### src/hw/fcl_pkg.sv
package fcl_pkg;
   localparam int ADDR_W  = 22;
   localparam int DATA_W  = 16;
   localparam int BANKS   = 4;
   localparam int SECTORS = 128;

   // command cycle addresses and data
   localparam logic [11:0] UNLOCK1_ADDR = 12'h555;
   localparam logic [7:0]  UNLOCK1_DATA = 8'hAA;
   localparam logic [11:0] UNLOCK2_ADDR = 12'h2AA;
   localparam logic [7:0]  UNLOCK2_DATA = 8'h55;
   localparam logic [7:0]  CMD_LOCK     = 8'h60;
   localparam logic [7:0]  CMD_RESET    = 8'hF0;
   localparam logic [7:0]  CMD_ASEL     = 8'h90;
   localparam logic [7:0]  CMD_CFG      = 8'hC0;
   localparam logic [7:0]  CMD_PROG     = 8'hA0;
   localparam logic [7:0]  CMD_ERASE    = 8'h80;
   localparam logic [7:0]  CMD_SECT_ERS = 8'h30;
   localparam logic [7:0]  CMD_CHIP_ERS = 8'h10;

   // configuration, lock-select, bank and sector fields carried on address bits
   localparam int CFG_READ_MODE_BIT = 19;
   localparam int CFG_RDY_BIT       = 18;
   localparam int CFG_EDGE_BIT      = 17;
   localparam int CFG_BLEN_HI       = 16;
   localparam int CFG_BLEN_LO       = 15;
   localparam int CFG_WAIT_HI       = 14;
   localparam int CFG_WAIT_LO       = 12;
   localparam int LOCK_SEL_BIT      = 6;
   localparam int BANK_HI           = 21;
   localparam int BANK_LO           = 20;
   localparam int SECT_LO           = 15;

   // autoselect offsets and answers
   localparam logic [7:0]  ASEL_MFR     = 8'h00;
   localparam logic [7:0]  ASEL_DEVID1  = 8'h01;
   localparam logic [7:0]  ASEL_LOCK    = 8'h02;
   localparam logic [7:0]  ASEL_HSHAKE  = 8'h03;
   localparam logic [7:0]  ASEL_DEVID2  = 8'h0E;
   localparam logic [7:0]  ASEL_DEVID3  = 8'h0F;
   localparam logic [15:0] SECT_LOCKED  = 16'h0001;
   localparam logic [15:0] SECT_OPEN    = 16'h0000;
   localparam logic [15:0] HS_REDUCED   = 16'h0043;
   localparam logic [15:0] HS_STANDARD  = 16'h0042;

   // first data on edge number wait code plus this
   localparam logic [3:0] WAIT_BASE = 4'h2;

   typedef struct packed {
      logic       async_mode;
      logic       rdy_with_data;
      logic       rising_edge;
      logic [1:0] burst_len;
      logic [2:0] wait_code;
   } fcl_cfg_t;

   localparam fcl_cfg_t CFG_RESET = '{1'b1, 1'b1, 1'b1, 2'h0, 3'h5};

   typedef enum logic [2:0] {
      BM_READ = 3'b001,
      BM_LOCK = 3'b010,
      BM_ASEL = 3'b100
   } fcl_bank_mode_t;

   typedef enum logic [8:0] {
      SQ_IDLE = 9'b000000001,
      SQ_UNL1 = 9'b000000010,
      SQ_UNL2 = 9'b000000100,
      SQ_PROG = 9'b000001000,
      SQ_ERS1 = 9'b000010000,
      SQ_ERS2 = 9'b000100000,
      SQ_ERS3 = 9'b001000000,
      SQ_LCK1 = 9'b010000000,
      SQ_LCK2 = 9'b100000000
   } fcl_seq_t;
endpackage

### src/hw/fcl_cmd.sv
`timescale 1ns/100ps
module fcl_cmd
   import fcl_pkg::*;
#(
   parameter logic [15:0] MFR_CODE   = 16'h00A5, // arbitrary value
   parameter logic [15:0] DEV_WORD1  = 16'h1111, // arbitrary value
   parameter logic [15:0] DEV_WORD2  = 16'h1122, // arbitrary value
   parameter logic [15:0] DEV_WORD3  = 16'h1133, // arbitrary value
   parameter logic        REDUCED_HS = 1'b0
) (
   input  wire logic                 i_clock,
   input  wire logic                 i_reset,
   input  wire logic                 i_we,
   input  wire logic                 i_re,
   input  wire logic [ADDR_W-1:0]    i_addr,
   input  wire logic [DATA_W-1:0]    i_wdata,
   input  wire logic                 i_wp_n,
   input  wire logic [BANKS-1:0]     i_timeout_fail_flag,
   input  wire logic [BANKS-1:0]     i_algo_done,
   input  wire logic                 i_address_valid_strobe_n,
   input  wire logic                 i_active_edge,
   output logic      [DATA_W-1:0]    o_rdata,
   output logic                      o_rvalid,
   output logic                      o_array_rd,
   output logic                      o_prog_start,
   output logic                      o_erase_start,
   output logic                      o_chip_erase,
   output logic      [1:0]           o_op_bank,
   output logic      [BANKS-1:0]     o_bank_busy,
   output logic      [BANKS-1:0]     o_bank_asel,
   output logic      [BANKS-1:0]     o_bank_lockmode,
   output fcl_cfg_t                  o_cfg,
   output logic                      o_data_valid,
   output logic                      o_ready
);

   typedef struct packed {
      fcl_cfg_t                        cfg;
      fcl_bank_mode_t [BANKS-1:0]      mode;
      logic           [BANKS-1:0]      busy;
      fcl_seq_t                        seq;
      logic           [SECTORS-1:0]    locked;
      logic           [DATA_W-1:0]     rdata;
      logic                            rvalid;
      logic                            array_rd;
      logic                            prog_start;
      logic                            erase_start;
      logic                            chip_erase;
      logic           [1:0]            op_bank;
      logic                            avd;
      logic                            run;
      logic                            single;
      logic           [3:0]            cnt;
      logic                            dv;
      logic                            rdy;
   } fcl_state_t;

   fcl_state_t s_q;
   fcl_state_t s_d;

   logic [1:0]  w_bank;
   logic [6:0]  w_sec;
   logic [7:0]  w_cmd;
   logic [7:0]  w_offs;
   logic        w_unl1;
   logic        w_unl2;
   logic        w_run_busy;
   logic [3:0]  w_first;
   logic [3:0]  w_next;
   logic        w_avd_rise;

   assign w_bank     = i_addr[BANK_HI:BANK_LO];
   assign w_sec      = i_addr[BANK_HI:SECT_LO];
   assign w_cmd      = i_wdata[7:0];
   assign w_offs     = i_addr[7:0];
   assign w_unl1     = (i_addr[11:0] == UNLOCK1_ADDR) &&
                       (w_cmd == UNLOCK1_DATA);
   assign w_unl2     = (i_addr[11:0] == UNLOCK2_ADDR) &&
                       (w_cmd == UNLOCK2_DATA);
   assign w_run_busy = s_q.busy[w_bank] && !i_algo_done[w_bank];
   assign w_first    = {1'b0, s_q.cfg.wait_code} + WAIT_BASE;
   assign w_next     = (s_q.cnt == 4'hF) ? s_q.cnt : s_q.cnt + 4'h1;
   assign w_avd_rise = !s_q.avd && i_address_valid_strobe_n;

   // write-protect overrides the lock bit of the two outermost sectors
   function automatic logic sector_locked(input logic [SECTORS-1:0] lk,
                                          input logic [6:0] sec,
                                          input logic wp_n);
      logic outer;
      outer = (sec == 7'h00) || (sec == 7'h7F);
      sector_locked = lk[sec] || (outer && !wp_n);
   endfunction

   always_comb begin
      s_d             = s_q;
      s_d.rvalid      = 1'b0;
      s_d.array_rd    = 1'b0;
      s_d.prog_start  = 1'b0;
      s_d.erase_start = 1'b0;
      s_d.chip_erase  = 1'b0;
      s_d.dv          = 1'b0;
      s_d.avd         = i_address_valid_strobe_n;
      s_d.busy        = s_q.busy & ~i_algo_done;

      if (i_we) begin
         if (w_run_busy) begin
            if (w_cmd == CMD_RESET && i_timeout_fail_flag[w_bank]) begin
               s_d.busy[w_bank] = 1'b0;
               s_d.mode[w_bank] = BM_READ;
               s_d.seq          = SQ_IDLE;
            end
         end else if (w_cmd == CMD_RESET) begin
            s_d.mode[w_bank] = BM_READ;
            s_d.seq          = SQ_IDLE;
         end else begin
            unique case (s_q.seq)
               SQ_IDLE: begin
                  if (s_q.mode[w_bank] == BM_LOCK && w_cmd == CMD_LOCK) begin
                     s_d.locked[w_sec] = !i_addr[LOCK_SEL_BIT];
                  end else if (w_unl1) begin
                     s_d.seq = SQ_UNL1;
                  end else if (w_cmd == CMD_LOCK) begin
                     s_d.seq = SQ_LCK1;
                  end
               end
               SQ_UNL1: begin
                  s_d.seq = w_unl2 ? SQ_UNL2 : SQ_IDLE;
               end
               SQ_UNL2: begin
                  s_d.seq = SQ_IDLE;
                  if (w_cmd == CMD_ASEL) begin
                     s_d.mode[w_bank] = BM_ASEL;
                  end else if (w_cmd == CMD_PROG) begin
                     s_d.seq = SQ_PROG;
                  end else if (w_cmd == CMD_ERASE) begin
                     s_d.seq = SQ_ERS1;
                  end else if (w_cmd == CMD_CFG) begin
                     s_d.cfg.async_mode    = i_addr[CFG_READ_MODE_BIT];
                     s_d.cfg.rdy_with_data = i_addr[CFG_RDY_BIT];
                     s_d.cfg.rising_edge   = i_addr[CFG_EDGE_BIT];
                     s_d.cfg.burst_len     = i_addr[CFG_BLEN_HI:CFG_BLEN_LO];
                     s_d.cfg.wait_code     = i_addr[CFG_WAIT_HI:CFG_WAIT_LO];
                  end
               end
               SQ_PROG: begin
                  s_d.seq = SQ_IDLE;
                  if (!sector_locked(s_q.locked, w_sec, i_wp_n)) begin
                     s_d.busy[w_bank] = 1'b1;
                     s_d.prog_start   = 1'b1;
                     s_d.op_bank      = w_bank;
                  end
               end
               SQ_ERS1: begin
                  s_d.seq = w_unl1 ? SQ_ERS2 : SQ_IDLE;
               end
               SQ_ERS2: begin
                  s_d.seq = w_unl2 ? SQ_ERS3 : SQ_IDLE;
               end
               SQ_ERS3: begin
                  s_d.seq = SQ_IDLE;
                  if (w_cmd == CMD_CHIP_ERS) begin
                     s_d.busy[w_bank] = 1'b1;
                     s_d.erase_start  = 1'b1;
                     s_d.chip_erase   = 1'b1;
                     s_d.op_bank      = w_bank;
                  end else if (w_cmd == CMD_SECT_ERS &&
                               !sector_locked(s_q.locked, w_sec, i_wp_n)) begin
                     s_d.busy[w_bank] = 1'b1;
                     s_d.erase_start  = 1'b1;
                     s_d.op_bank      = w_bank;
                  end
               end
               SQ_LCK1: begin
                  s_d.seq = (w_cmd == CMD_LOCK) ? SQ_LCK2 : SQ_IDLE;
               end
               SQ_LCK2: begin
                  s_d.seq = SQ_IDLE;
                  if (w_cmd == CMD_LOCK) begin
                     s_d.mode[w_bank]  = BM_LOCK;
                     s_d.locked[w_sec] = !i_addr[LOCK_SEL_BIT];
                  end
               end
            endcase
         end
      end

      if (i_re) begin
         if (s_q.mode[w_bank] == BM_ASEL) begin
            s_d.rvalid = 1'b1;
            s_d.rdata  = '0;
            unique case (w_offs)
               ASEL_MFR:    s_d.rdata = MFR_CODE;
               ASEL_DEVID1: s_d.rdata = DEV_WORD1;
               ASEL_DEVID2: s_d.rdata = DEV_WORD2;
               ASEL_DEVID3: s_d.rdata = DEV_WORD3;
               ASEL_LOCK:   s_d.rdata = sector_locked(s_q.locked, w_sec,
                                           i_wp_n) ? SECT_LOCKED : SECT_OPEN;
               ASEL_HSHAKE: s_d.rdata = REDUCED_HS ? HS_REDUCED : HS_STANDARD;
               default:     s_d.rdata = '0;
            endcase
         end else if (s_q.mode[w_bank] == BM_READ) begin
            // lock-mode bank gets no array read
            s_d.array_rd = 1'b1;
         end
      end

      // burst timing counts active edges after the strobe returns high
      if (!i_address_valid_strobe_n) begin
         s_d.run = 1'b0;
         s_d.rdy = 1'b0;
         s_d.cnt = '0;
      end else if (w_avd_rise && !s_q.cfg.async_mode) begin
         s_d.run    = 1'b1;
         s_d.cnt    = '0;
         s_d.single = (s_q.mode[w_bank] == BM_ASEL);
      end else if (s_q.run && i_active_edge) begin
         s_d.cnt = w_next;
         s_d.dv  = (w_next >= w_first);
         if (s_q.cfg.rdy_with_data || s_q.cfg.wait_code == 3'h0) begin
            s_d.rdy = (w_next >= w_first);
         end else begin
            s_d.rdy = (w_next >= w_first - 4'h1);
         end
         if (s_q.single && w_next >= w_first) begin
            s_d.run = 1'b0;
            s_d.rdy = 1'b0;
         end
      end
   end

   always_ff @(posedge i_clock) begin
      if (i_reset) begin
         s_q          <= '0;
         s_q.cfg      <= CFG_RESET;
         s_q.mode     <= '{default: BM_READ};
         s_q.seq      <= SQ_IDLE;
         s_q.locked   <= '1;
         s_q.avd      <= 1'b1;
      end else begin
         s_q <= s_d;
      end
   end

   // edge and length go to the pad and address logic
   assign o_cfg           = s_q.cfg;
   assign o_rdata         = s_q.rdata;
   assign o_rvalid        = s_q.rvalid;
   assign o_array_rd      = s_q.array_rd;
   assign o_prog_start    = s_q.prog_start;
   assign o_erase_start   = s_q.erase_start;
   assign o_chip_erase    = s_q.chip_erase;
   assign o_op_bank       = s_q.op_bank;
   assign o_bank_busy     = s_q.busy;
   assign o_data_valid    = s_q.dv;
   assign o_ready         = s_q.rdy;

   for (genvar b = 0; b < BANKS; b++) begin : g_bank
      assign o_bank_asel[b]     = (s_q.mode[b] == BM_ASEL);
      assign o_bank_lockmode[b] = (s_q.mode[b] == BM_LOCK);
   end

   AST_CFG_CAPTURE: assert property (@(posedge i_clock) disable iff (i_reset)
      (i_we && s_q.seq == SQ_UNL2 && w_cmd == CMD_CFG && !w_run_busy) |=>
      (o_cfg.async_mode == $past(i_addr[CFG_READ_MODE_BIT])) &&
      (o_cfg.wait_code == $past(i_addr[CFG_WAIT_HI:CFG_WAIT_LO])))
      else $error("configuration not captured from address");
   AST_CFG_DEFAULT: assert property (@(posedge i_clock) disable iff (i_reset)
      $past(i_reset) |-> (o_cfg == CFG_RESET))
      else $error("configuration not default after reset");
   AST_ALL_LOCKED: assert property (@(posedge i_clock) disable iff (i_reset)
      $past(i_reset) |-> (&s_q.locked))
      else $error("sectors not locked after reset");
   AST_LOCK_THIRD: assert property (@(posedge i_clock) disable iff (i_reset)
      (i_we && s_q.seq == SQ_LCK2 && w_cmd == CMD_LOCK && !w_run_busy) |=>
      (s_q.locked[$past(w_sec)] == !$past(i_addr[LOCK_SEL_BIT])) &&
      o_bank_lockmode[$past(w_bank)])
      else $error("lock write did not take");
   AST_LOCK_NO_READ: assert property (@(posedge i_clock) disable iff (i_reset)
      (i_re && o_bank_lockmode[w_bank]) |=> !o_array_rd && !o_rvalid)
      else $error("lock-mode bank served a read");
   AST_WP_OUTER: assert property (@(posedge i_clock) disable iff (i_reset)
      (i_we && s_q.seq == SQ_PROG && !i_wp_n && w_sec == 7'h00 &&
       !w_run_busy) |=> !o_prog_start)
      else $error("protected sector programmed");
   AST_BUSY_IGNORE: assert property (@(posedge i_clock) disable iff (i_reset)
      (i_we && w_run_busy && w_cmd == CMD_RESET &&
       !i_timeout_fail_flag[w_bank]) |=> o_bank_busy[$past(w_bank)])
      else $error("reset accepted during running algorithm");
   AST_TIMEOUT_RESET: assert property (@(posedge i_clock) disable iff (i_reset)
      (i_we && w_run_busy && w_cmd == CMD_RESET &&
       i_timeout_fail_flag[w_bank]) |=> !o_bank_busy[$past(w_bank)])
      else $error("reset after timeout did not free bank");
   AST_ASEL_ENTRY: assert property (@(posedge i_clock) disable iff (i_reset)
      (i_we && s_q.seq == SQ_UNL2 && w_cmd == CMD_ASEL && !w_run_busy) |=>
      o_bank_asel[$past(w_bank)])
      else $error("autoselect not entered");
   AST_HANDSHAKE: assert property (@(posedge i_clock) disable iff (i_reset)
      (i_re && o_bank_asel[w_bank] && w_offs == ASEL_HSHAKE) |=>
      o_rvalid && (o_rdata == (REDUCED_HS ? HS_REDUCED : HS_STANDARD)))
      else $error("wrong handshaking answer");
   AST_WAIT_EDGE: assert property (@(posedge i_clock) disable iff (i_reset)
      (o_data_valid |-> (s_q.cnt >= w_first)) and
      ((s_q.cnt == w_first && $changed(s_q.cnt)) |-> o_data_valid))
      else $error("first data on wrong edge");
   AST_ASEL_SINGLE: assert property (@(posedge i_clock) disable iff (i_reset)
      (o_data_valid && s_q.single && i_address_valid_strobe_n) |=>
      !o_data_valid [*4])
      else $error("autoselect burst gave a second word");
endmodule

### config.mk
export PLATFORM = sky130hd
export DESIGN_NAME = fcl_cmd
export DESIGN_NICKNAME = d
export VERILOG_FILES = /design/src/hw/fcl_pkg.sv /design/src/hw/fcl_cmd.sv
export SDC_FILE = /design/constraint.sdc
export NUM_CORES = 1
export LEC_CHECK = 0
export BUFFER_PORTS_ARGS = -buffer_cell sky130_fd_sc_hd__buf_2
export CORE_MARGIN = 2
export CORE_UTILIZATION = 60
export DETAILED_ROUTE_END_ITERATION = 10
export PLACE_DENSITY = 0.9
export SLEW_MARGIN = 20
export SYNTH_ARGS = -nofsm -noshare
export SYNTH_HDL_FRONTEND = slang
export SYNTH_SLANG_ARGS = --single-unit
### constraint.sdc
create_clock -name i_clock -period 2.8 [get_ports i_clock]
set_input_delay 0.28 -clock i_clock [delete_from_list [all_inputs] [get_ports i_clock]]
set_output_delay 0.28 -clock i_clock [all_outputs]
set_load 0.02 [all_outputs]
==> reports/results.md, run 1 <==
| Result | Value | Unit |
|---|---|---|
| Number of buffers added by the clock tree synthesis step | 17 | - |
| Final instance area | 11,300 | µm² |
| Launch point of the worst reg-to-reg path | s_q[164]$_SDFFE_PP0P_ | - |
| VDD IR max | 0.507 | mV |
| Proportion of power drawn by combinational gates | 0.093 | - |
| Switching power total | 0.00140 | W |
| Layout Nets | 1,316 | - |
| Result of the run | finished clean | - |
| Share of async-settable or async-resettable flops after synthesis | 0 | - |
| Critical-path cell with the highest stage delay | sky130_fd_sc_hd__dfxtp_1 | - |
| Count of cell types in the netlist | 79 | - |
| Sort of element at the start of the critical path | flop | - |
| Non-filler instance count after layout | 1,481 | - |
| Routed length per placed instance | 18.7 | µm |
| Commonest cells after routing, fill and taps aside | sky130_fd_sc_hd__dfxtp_1, sky130_fd_sc_hd__a21oi_1, sky130_fd_sc_hd__buf_2 | - |
| Capturing element type of the critical path | flop | - |
| Power density relative to cell area | 482 | nW/µm² |
| First-pass GRT wire length | 44,500 | µm |
| Max-slew violation count | 0 | - |
| Area after detailed placement | 10,800 | µm² |
| WHS Endpoint | s_q[8]$_SDFF_PP1_ | - |
| Most common library cell in the layout ignoring fill and taps | sky130_fd_sc_hd__dfxtp_1 | - |
| Count of port buffers added during placement | 82 | - |
| CP Class | flop to flop | - |
| Seq cells post-synth | 184 | - |
| Worst Hold Class | input pin to flop | - |
| Final setup skew | 0.0106 | ns |
| Latest clock arrival within the worst-skew pair | 0.45 | ns |
| Critical Path, Cell by Cell | nor4_4, nand4b_1, nor4_4, buf_4, o2111ai_4, nor2_4, a31oi_1, or2_1 | - |
| Worst slew pin tran | 0.841 | ns |
| Drt drc | 0 | - |
| RSZ-0062 raised after global routing | no | - |
| Portion of the post-synthesis area used by sequential elements | 0.359 | - |
| DR vias | 9,507 | - |
| Clock tree from TritonCTS | done | - |
| Weighted congestion at the end of routability-driven global placement | 0.985 | - |
| Iteration count of the initial detailed-routing pass | 6 | - |
| Buffers inserted by post-CTS timing repair | 0 | - |
| Number of instances on the worst hold path | 2 | - |
| Gate Count Post-Synth | 1,208 | - |
| Clk network pwr share | 0.426 | - |
| Biggest cell delay along the critical path | 0.39 | ns |
| Synthesized area divided by synthesized cell count | 8.48 | µm² |
| Flip-flop cell with the highest count after synthesis | sky130_fd_sc_hd__dfxtp_1 | - |
| Register-to-register path setup slack | 0.15 | ns |
| Number of global-route vias before repair | 8,818 | - |
| Floorplan core area | 16,600 | µm² |
| Worst Min Path Start | i_address_valid_strobe_n | - |
| Horizontal die dimension | 135 | µm |
| Antenna violations before repair | 0 | - |
| Largest net degree at the start of global routing | 129 | - |
| Relative area change from synthesis to final layout | 10.6 | % |
| Remaining global-route overflow | 0 | - |
| Slew margin rel. | 0.440 | - |
| Final setup violation count | 0 | - |
| Post-CTS clock slew at the launch and capture registers of the worst setup and hold paths | 0.07 | ns |
| Number of hold-slack violations in the final timing report | 0 | - |
| Data required time of the worst path | 3.14 | ns |
| DIE AREA | 18,100 | µm² |
| Post-Route WL | 27,700 | µm |
| FP Rows | 47 | - |
| Total internal power | 0.00406 | W |
| Cell type with the highest occurrence count on the critical path | sky130_fd_sc_hd__nor4_4 | - |
| Number of antenna-violating nets in the routed design | 0 | - |
| Shortest period the worst path allows | 2.65 | ns |
| Synth top area share | 0.359 | - |
| Number of enable-type register cells in the synthesized netlist | 0 | - |
| HPWL Detailed | 17,800 | µm |
| Peak Freq | 377 | MHz |
| Number of synthesis warnings | 0 | - |
| Synthesized cell area | 10,200 | µm² |
| Data arrival time of the critical path | 2.99 | ns |
| Via density | 6.42 | - |
| Final Hold Slack | 0.0623 | ns |
| Library cell occupying the most area in the post-synthesis netlist | sky130_fd_sc_hd__dfxtp_1 | - |
| CTS Buffer Depth | 2 | - |
| Cell count after placement | 1,450 | - |
| Cells taking the most area after synthesis | sky130_fd_sc_hd__dfxtp_1, sky130_fd_sc_hd__a21oi_1, sky130_fd_sc_hd__and3_1, sky130_fd_sc_hd__mux4_2, sky130_fd_sc_hd__a31oi_1 | - |
| Max FO, Critical Path | 16 | - |
| Initial core utilization | 0.616 | - |
| Clock root cell | sky130_fd_sc_hd__clkbuf_16 | - |
| Number of DRC markers in iteration 0 | 1,136 | - |
| Net Sw Frac | 0.257 | - |
| CTS H-Tree Depth | 4 | - |
| Overall die height | 135 | µm |
| P_leak | 4.62 | nW |
| Cells on worst reg2reg path | 8 | - |
| Max_cap viols | 0 | - |
| Num ports | 98 | - |
| Final Cycle Share | 0.948 | - |
| Clock net sink count | 184 | - |
| Count of antenna diodes in the layout | 0 | - |
| Ratio of cells with drive above 1 in the final layout | 0.195 | - |
| Sequential cell fraction of total power | 0.481 | - |
| Total global routing track utilization | 0.303 | - |
[area by class of cell]
cell class	count	area (µm²)
sequential	184	3680
clock inverter	12	118
inverter	19	71.3
tap	220	275
clock buffer	19	443
timing repair buffer	150	962
multi-input combinational	877	5780
fill	1278	5310
[through the flow]
step	utilization	total power, W	setup slack [ns]	setup TNS, ns
6_report	0.681	0.00546	0.146	0
5_1_grt	0.681	0.00561	0.0125	0
4_1_cts	0.681	0.00545	0.198	0
3_5_place_dp	0.647	0.00318	-0.000767	-0.000767
3_3_place_gp	0.647	0.00317	0.0577	0
2_1_floorplan	-	0.00300	0.395	0
[how the worst max path moves through the flow]
stage | to | slack (ns) | depth (start not counted) | from
after global routing | o_ready$_SDFFE_PP0P_ | 0.01 | 12 | s_q[3]$_SDFFE_PP0P_
after global placement | o_op_bank[0]$_SDFFE_PP0P_ | 0.06 | 11 | i_addr[15]
after floorplan | flop | 0.39 | 10 | i_addr[21]
after detailed placement | o_op_bank[1]$_SDFFE_PP0P_ | -0.0008 | 11 | i_addr[15]
after CTS | flop | 0.20 | 8 | s_q[164]$_SDFFE_PP0P_
final | flop | 0.15 | 8 | s_q[164]$_SDFFE_PP0P_
[routing by layer]
metal / global-route usage / vias to the layer above / part of all wire
met5: 0 / - / 0
met2: 0.485 / 468 / 0.47
met3: 0.0544 / 81 / 0.079
met4: 0.139 / 0 / 0.034
li1: - / 4447 / -
met1: 0.400 / 4511 / 0.42
[timing repair]
action,in CTS,in global routing
gates resized for setup,0,3
setup endpoints to repair,0,1
hold buffers,0,0
[power by group through the flow]
stage          clock, W  sequential, W  combinational, W
4_1_cts         0.00233        0.00263          0.000496
2_1_floorplan         0        0.00269          0.000318
5_1_grt         0.00245        0.00262          0.000543
3_3_place_gp          0        0.00268          0.000488
6_report        0.00233        0.00263          0.000510
3_5_place_dp          0        0.00269          0.000492
[cell families (layout without fill, tap and decap cells)]
group	count (synthesis)	after routing	synth area share
AOI/OAI and AO/OA	388	388	0.231
other	1	7	0.000366
DFF	184	184	0.359
adders and majority gates	14	14	0.0171
buffers and inverters	153	200	0.0817
and+or+nand+nor	418	418	0.241
muxes	45	45	0.0652
xor gates and xnor gates	5	5	0.00427
[synthesized netlist by cell type (5+ instances only)]
master and number:
sky130_fd_sc_hd__a31oi_1 60, sky130_fd_sc_hd__or2_1 57, sky130_fd_sc_hd__ha_1 14, sky130_fd_sc_hd__nor3_1 15, sky130_fd_sc_hd__a211oi_1 10, sky130_fd_sc_hd__a22oi_1 11, sky130_fd_sc_hd__nand2_1 72, sky130_fd_sc_hd__o211ai_1 9
sky130_fd_sc_hd__and3_1 76, sky130_fd_sc_hd__nand2b_1 17, sky130_fd_sc_hd__buf_6 9, sky130_fd_sc_hd__nor4_1 7, sky130_fd_sc_hd__nand4_1 10, sky130_fd_sc_hd__o21ai_0 20, sky130_fd_sc_hd__and2_1 8, sky130_fd_sc_hd__buf_4 46
sky130_fd_sc_hd__a22o_1 7, sky130_fd_sc_hd__nor2_1 61, sky130_fd_sc_hd__a21oi_1 152, sky130_fd_sc_hd__nand3_1 10, sky130_fd_sc_hd__inv_1 19, sky130_fd_sc_hd__buf_2 18, sky130_fd_sc_hd__mux4_2 17, sky130_fd_sc_hd__nand3b_1 8
sky130_fd_sc_hd__mux2i_1 24, sky130_fd_sc_hd__a31o_2 5, sky130_fd_sc_hd__dfxtp_1 184, sky130_fd_sc_hd__nor2b_1 15, sky130_fd_sc_hd__nor2_4 15, sky130_fd_sc_hd__o21ai_1 65, sky130_fd_sc_hd__nor3b_1 15, sky130_fd_sc_hd__clkbuf_1 58
[worst max-delay path: cells and delay by family (launching register included)]
kind | cells | cell delay [ns]
compound gates | 2 | 0.40
simple gates | 5 | 1.57
buf+inv | 1 | 0.19
flops | 1 | 0.39
Power figures use the tool's default switching activity.
==> run 2, diff against run 1 <==
--- a/config.mk
+++ b/config.mk
@@ -8,6 +8,7 @@
 export BUFFER_PORTS_ARGS = -buffer_cell sky130_fd_sc_hd__buf_2
 export CORE_MARGIN = 2
 export CORE_UTILIZATION = 60
+export CTS_BUF_LIST = sky130_fd_sc_hd__clkbuf_2
 export DETAILED_ROUTE_END_ITERATION = 10
 export PLACE_DENSITY = 0.9
 export SLEW_MARGIN = 20
==> run 2 against run 1 <==
Sequential share of layout area barely moved; combinational power rose by 5.9%; hold slack got worse by 0.027 ns; setup slack got worse by 0.060 ns; register-to-register slack got worse by 0.06 ns; clock-buffer cell count fell by 1; the flow now finishes with violations (DRC); flip-flop and latch count did not move; largest cell class unchanged.
==> reports/results.md, run 2 (synthesis gave the netlist of run 1 again) <==
| Result | Value | Unit | Delta |
|---|---|---|---|
| Result of the run | complete, but fails checks | - | was finished clean |
| Violations in the final reports | DRC | - |  |
| VDD IR max | 0.245 | mV | was 0.507 mV |
| Sum Neg Setup Slack | 0 | ns | unchanged |
| Total internal power | 0.00317 | W | was 0.00406 W |
| Total global routing track utilization | 0.295 | - | was 0.303 |
| Post-CTS clock slew at the launch and capture registers of the worst setup and hold paths | 0.26 | ns | was 0.07 ns |
| Weighted congestion at the end of routability-driven global placement | 0.985 | - | unchanged |
| Max FO, Critical Path | 8 | - | was 16 |
| Peak Freq | 369 | MHz | was 377 MHz |
| Critical Path, Cell by Cell | mux4_2, nor3b_1, and2_1, nand4_1, dlygate4sd3_1, a21oi_1 | - | was nor4_4, nand4b_1, nor4_4, buf_4, o2111ai_4, nor2_4, a31oi_1, or2_1 |
| Max-slew violation count | 0 | - | unchanged |
| Final critical-path setup slack | 0.0867 | ns | was 0.146 ns |
| Count of port buffers added during placement | 82 | - | unchanged |
| Overall die height | 135 | µm | unchanged |
| Critical path buffer and inverter count | 1 | - | unchanged |
| Number of buffers added by the clock tree synthesis step | 17 | - | unchanged |
| Max_cap viols | 0 | - | unchanged |
| Antenna violations before repair | 1 | - | was 0 |
| Data required time of the worst path | 3.54 | ns | was 3.14 ns |
| Iteration count of the initial detailed-routing pass | 10 | - | was 6 |
| Place WS | -0.000767 | ns | unchanged |
| HPWL Detailed | 17,800 | µm | unchanged |
| Final setup violation count | 0 | - | unchanged |
| Biggest cell delay along the critical path | 0.56 | ns | was 0.39 ns |
| Number of DRC markers in iteration 0 | 1,182 | - | was 1,136 |
| Most common library cell in the layout ignoring fill and taps | sky130_fd_sc_hd__dfxtp_1 | - | unchanged |
| Routed length per placed instance | 18.0 | µm | was 18.7 µm |
| Num ports | 98 | - | unchanged |
| Worst Hold Class | input pin to flop | - | unchanged |
| CTS Buffer Depth | 2 | - | unchanged |
| Family with the most delay on the worst path | simple AND/OR/NAND/NOR gates | - | unchanged |
| Ratio of cells with drive above 1 in the final layout | 0.192 | - | was 0.195 |
| Horizontal die dimension | 135 | µm | unchanged |
| Number of fill cells in the layout | 1,300 | - | was 1,278 |
| Sequential cell fraction of total power | 0.591 | - | was 0.481 |
| FP Rows | 47 | - | unchanged |
| Proportion of power drawn by combinational gates | 0.121 | - | was 0.093 |
| Clock tree from TritonCTS | done | - | unchanged |
| DIE AREA | 18,100 | µm² | unchanged |
| Post-Route WL | 27,300 | µm | was 27,700 µm |
| Sort of element at the start of the critical path | flop | - | unchanged |
| Slew margin rel. | 0.593 | - | was 0.440 |
| Capturing element type of the critical path | flop | - | unchanged |
| Data arrival time of the critical path | 3.45 | ns | was 2.99 ns |
| P_leak | 4.62 | nW | about the same |
| Shortest period the worst path allows | 2.71 | ns | was 2.65 ns |
| Switching power total | 0.00129 | W | was 0.00140 W |
| Power density relative to cell area | 394 | nW/µm² | was 482 nW/µm² |
| Critical-path cell with the highest stage delay | sky130_fd_sc_hd__dlygate4sd3_1 | - | was sky130_fd_sc_hd__dfxtp_1 |
| Latest clock arrival within the worst-skew pair | 0.82 | ns | was 0.45 ns |
| Floorplan core area | 16,600 | µm² | unchanged |
| Largest net degree at the start of global routing | 129 | - | unchanged |
| CTS H-Tree Depth | 4 | - | unchanged |
| Clock net sink count | 184 | - | unchanged |
| Clk network pwr share | 0.288 | - | was 0.426 |
| CP Class | flop to flop | - | unchanged |
| Drt drc | 2 | - | was 0 |
| Net Sw Frac | 0.290 | - | was 0.257 |
| Number of hold-slack violations in the final timing report | 0 | - | unchanged |
| Commonest cells after routing, fill and taps aside | sky130_fd_sc_hd__dfxtp_1, sky130_fd_sc_hd__a21oi_1, sky130_fd_sc_hd__buf_2 | - | unchanged |
| Layout Nets | 1,348 | - | was 1,316 |
| Initial core utilization | 0.616 | - | unchanged |
| Number of antenna-violating nets in the routed design | 0 | - | unchanged |
| First-pass GRT wire length | 43,600 | µm | was 44,500 µm |
| Via density | 6.34 | - | was 6.42 |
| Worst slew pin tran | 0.606 | ns | was 0.841 ns |
| Relative area change from synthesis to final layout | 10.6 | % | about the same |
| Final Cycle Share | 0.969 | - | was 0.948 |
| Clock root cell | sky130_fd_sc_hd__clkbuf_2 | - | was sky130_fd_sc_hd__clkbuf_16 |
| DR vias | 9,610 | - | was 9,507 |
| Number of global-route vias before repair | 8,660 | - | was 8,818 |
| Final setup skew | 0.0539 | ns | was 0.0106 ns |
| Remaining global-route overflow | 0 | - | unchanged |
==> run 2: final cells by class <==
type,instances,area (µm²),share of cell area
repair buffers,182,1300,0.115
multi-input cells,877,5780,0.510
clock buffers,18,90.1,0.00795
inverters,19,71.3,0.00629
clock inverters,13,121,0.0107
flip-flops and latches,184,3680,0.325
well taps,220,275,0.0243
diodes,2,5.00,0.000442
==> run 2: worst reg2reg max path: stages (launching register included) <==
cell and delay (ns):
sky130_fd_sc_hd__dfxtp_1 0.42, sky130_fd_sc_hd__mux4_2 0.51, sky130_fd_sc_hd__nor3b_1 0.53, sky130_fd_sc_hd__and2_1 0.38
sky130_fd_sc_hd__nand4_1 0.12, sky130_fd_sc_hd__dlygate4sd3_1 0.56, sky130_fd_sc_hd__a21oi_1 0.13
==> run 2: power by group through the flow <==
stage	Combinational (W)	Sequential [W]	Clock [W]
CTS	0.000520	0.00264	0.00129
global placement	0.000488	0.00268	0
floorplan	0.000318	0.00269	0
global route	0.000574	0.00264	0.00139
detailed placement	0.000492	0.00269	0
finish	0.000540	0.00264	0.00129
==> run 2: worst paths after layout <==
check	endpoint	slack (ns)	cells after the start	start
worst max-delay path	o_rdata[6]$_SDFFE_PP0P_	0.09	6	flop
worst min-delay path	o_erase_start$_SDFF_PP0_	0.04	4	i_wp_n
worst max register to register	o_rdata[6]$_SDFFE_PP0P_	0.09	6	flop
worst min register to register	o_rdata[4]$_SDFFE_PP0P_	0.48	2	o_rdata[4]$_SDFFE_PP0P_
==> run 2: routing by layer <==
metal	track usage	routed length [µm]	part of all wire	vias up
met5	0	0	0	-
met4	0.119	868	0.032	0
met3	0.0507	2200	0.081	80
met2	0.470	12800	0.47	488
met1	0.400	11400	0.42	4532
li1	-	-	-	4510
==> run 2: stage by stage <==
stage | power [W] | hold WS, ns | util | instances | area [µm²]
floorplan | 0.00300 | 0.384 | - | 1214 | 10300
global placement | 0.00317 | 0.441 | 0.647 | 1450 | 10800
detailed placement | 0.00318 | 0.448 | 0.647 | 1450 | 10800
CTS | 0.00445 | 0.00528 | 0.677 | 1510 | 11300
global route | 0.00461 | 0.0146 | 0.681 | 1515 | 11300
finish | 0.00447 | 0.0357 | 0.681 | 1515 | 11300
==> run 2: repair_timing <==
action,in CTS,in global routing
hold buffers,29,0
resized for setup,0,2
setup buffers,0,2
endpoints found under the setup margin,0,2
hold endpoints to repair,48,0
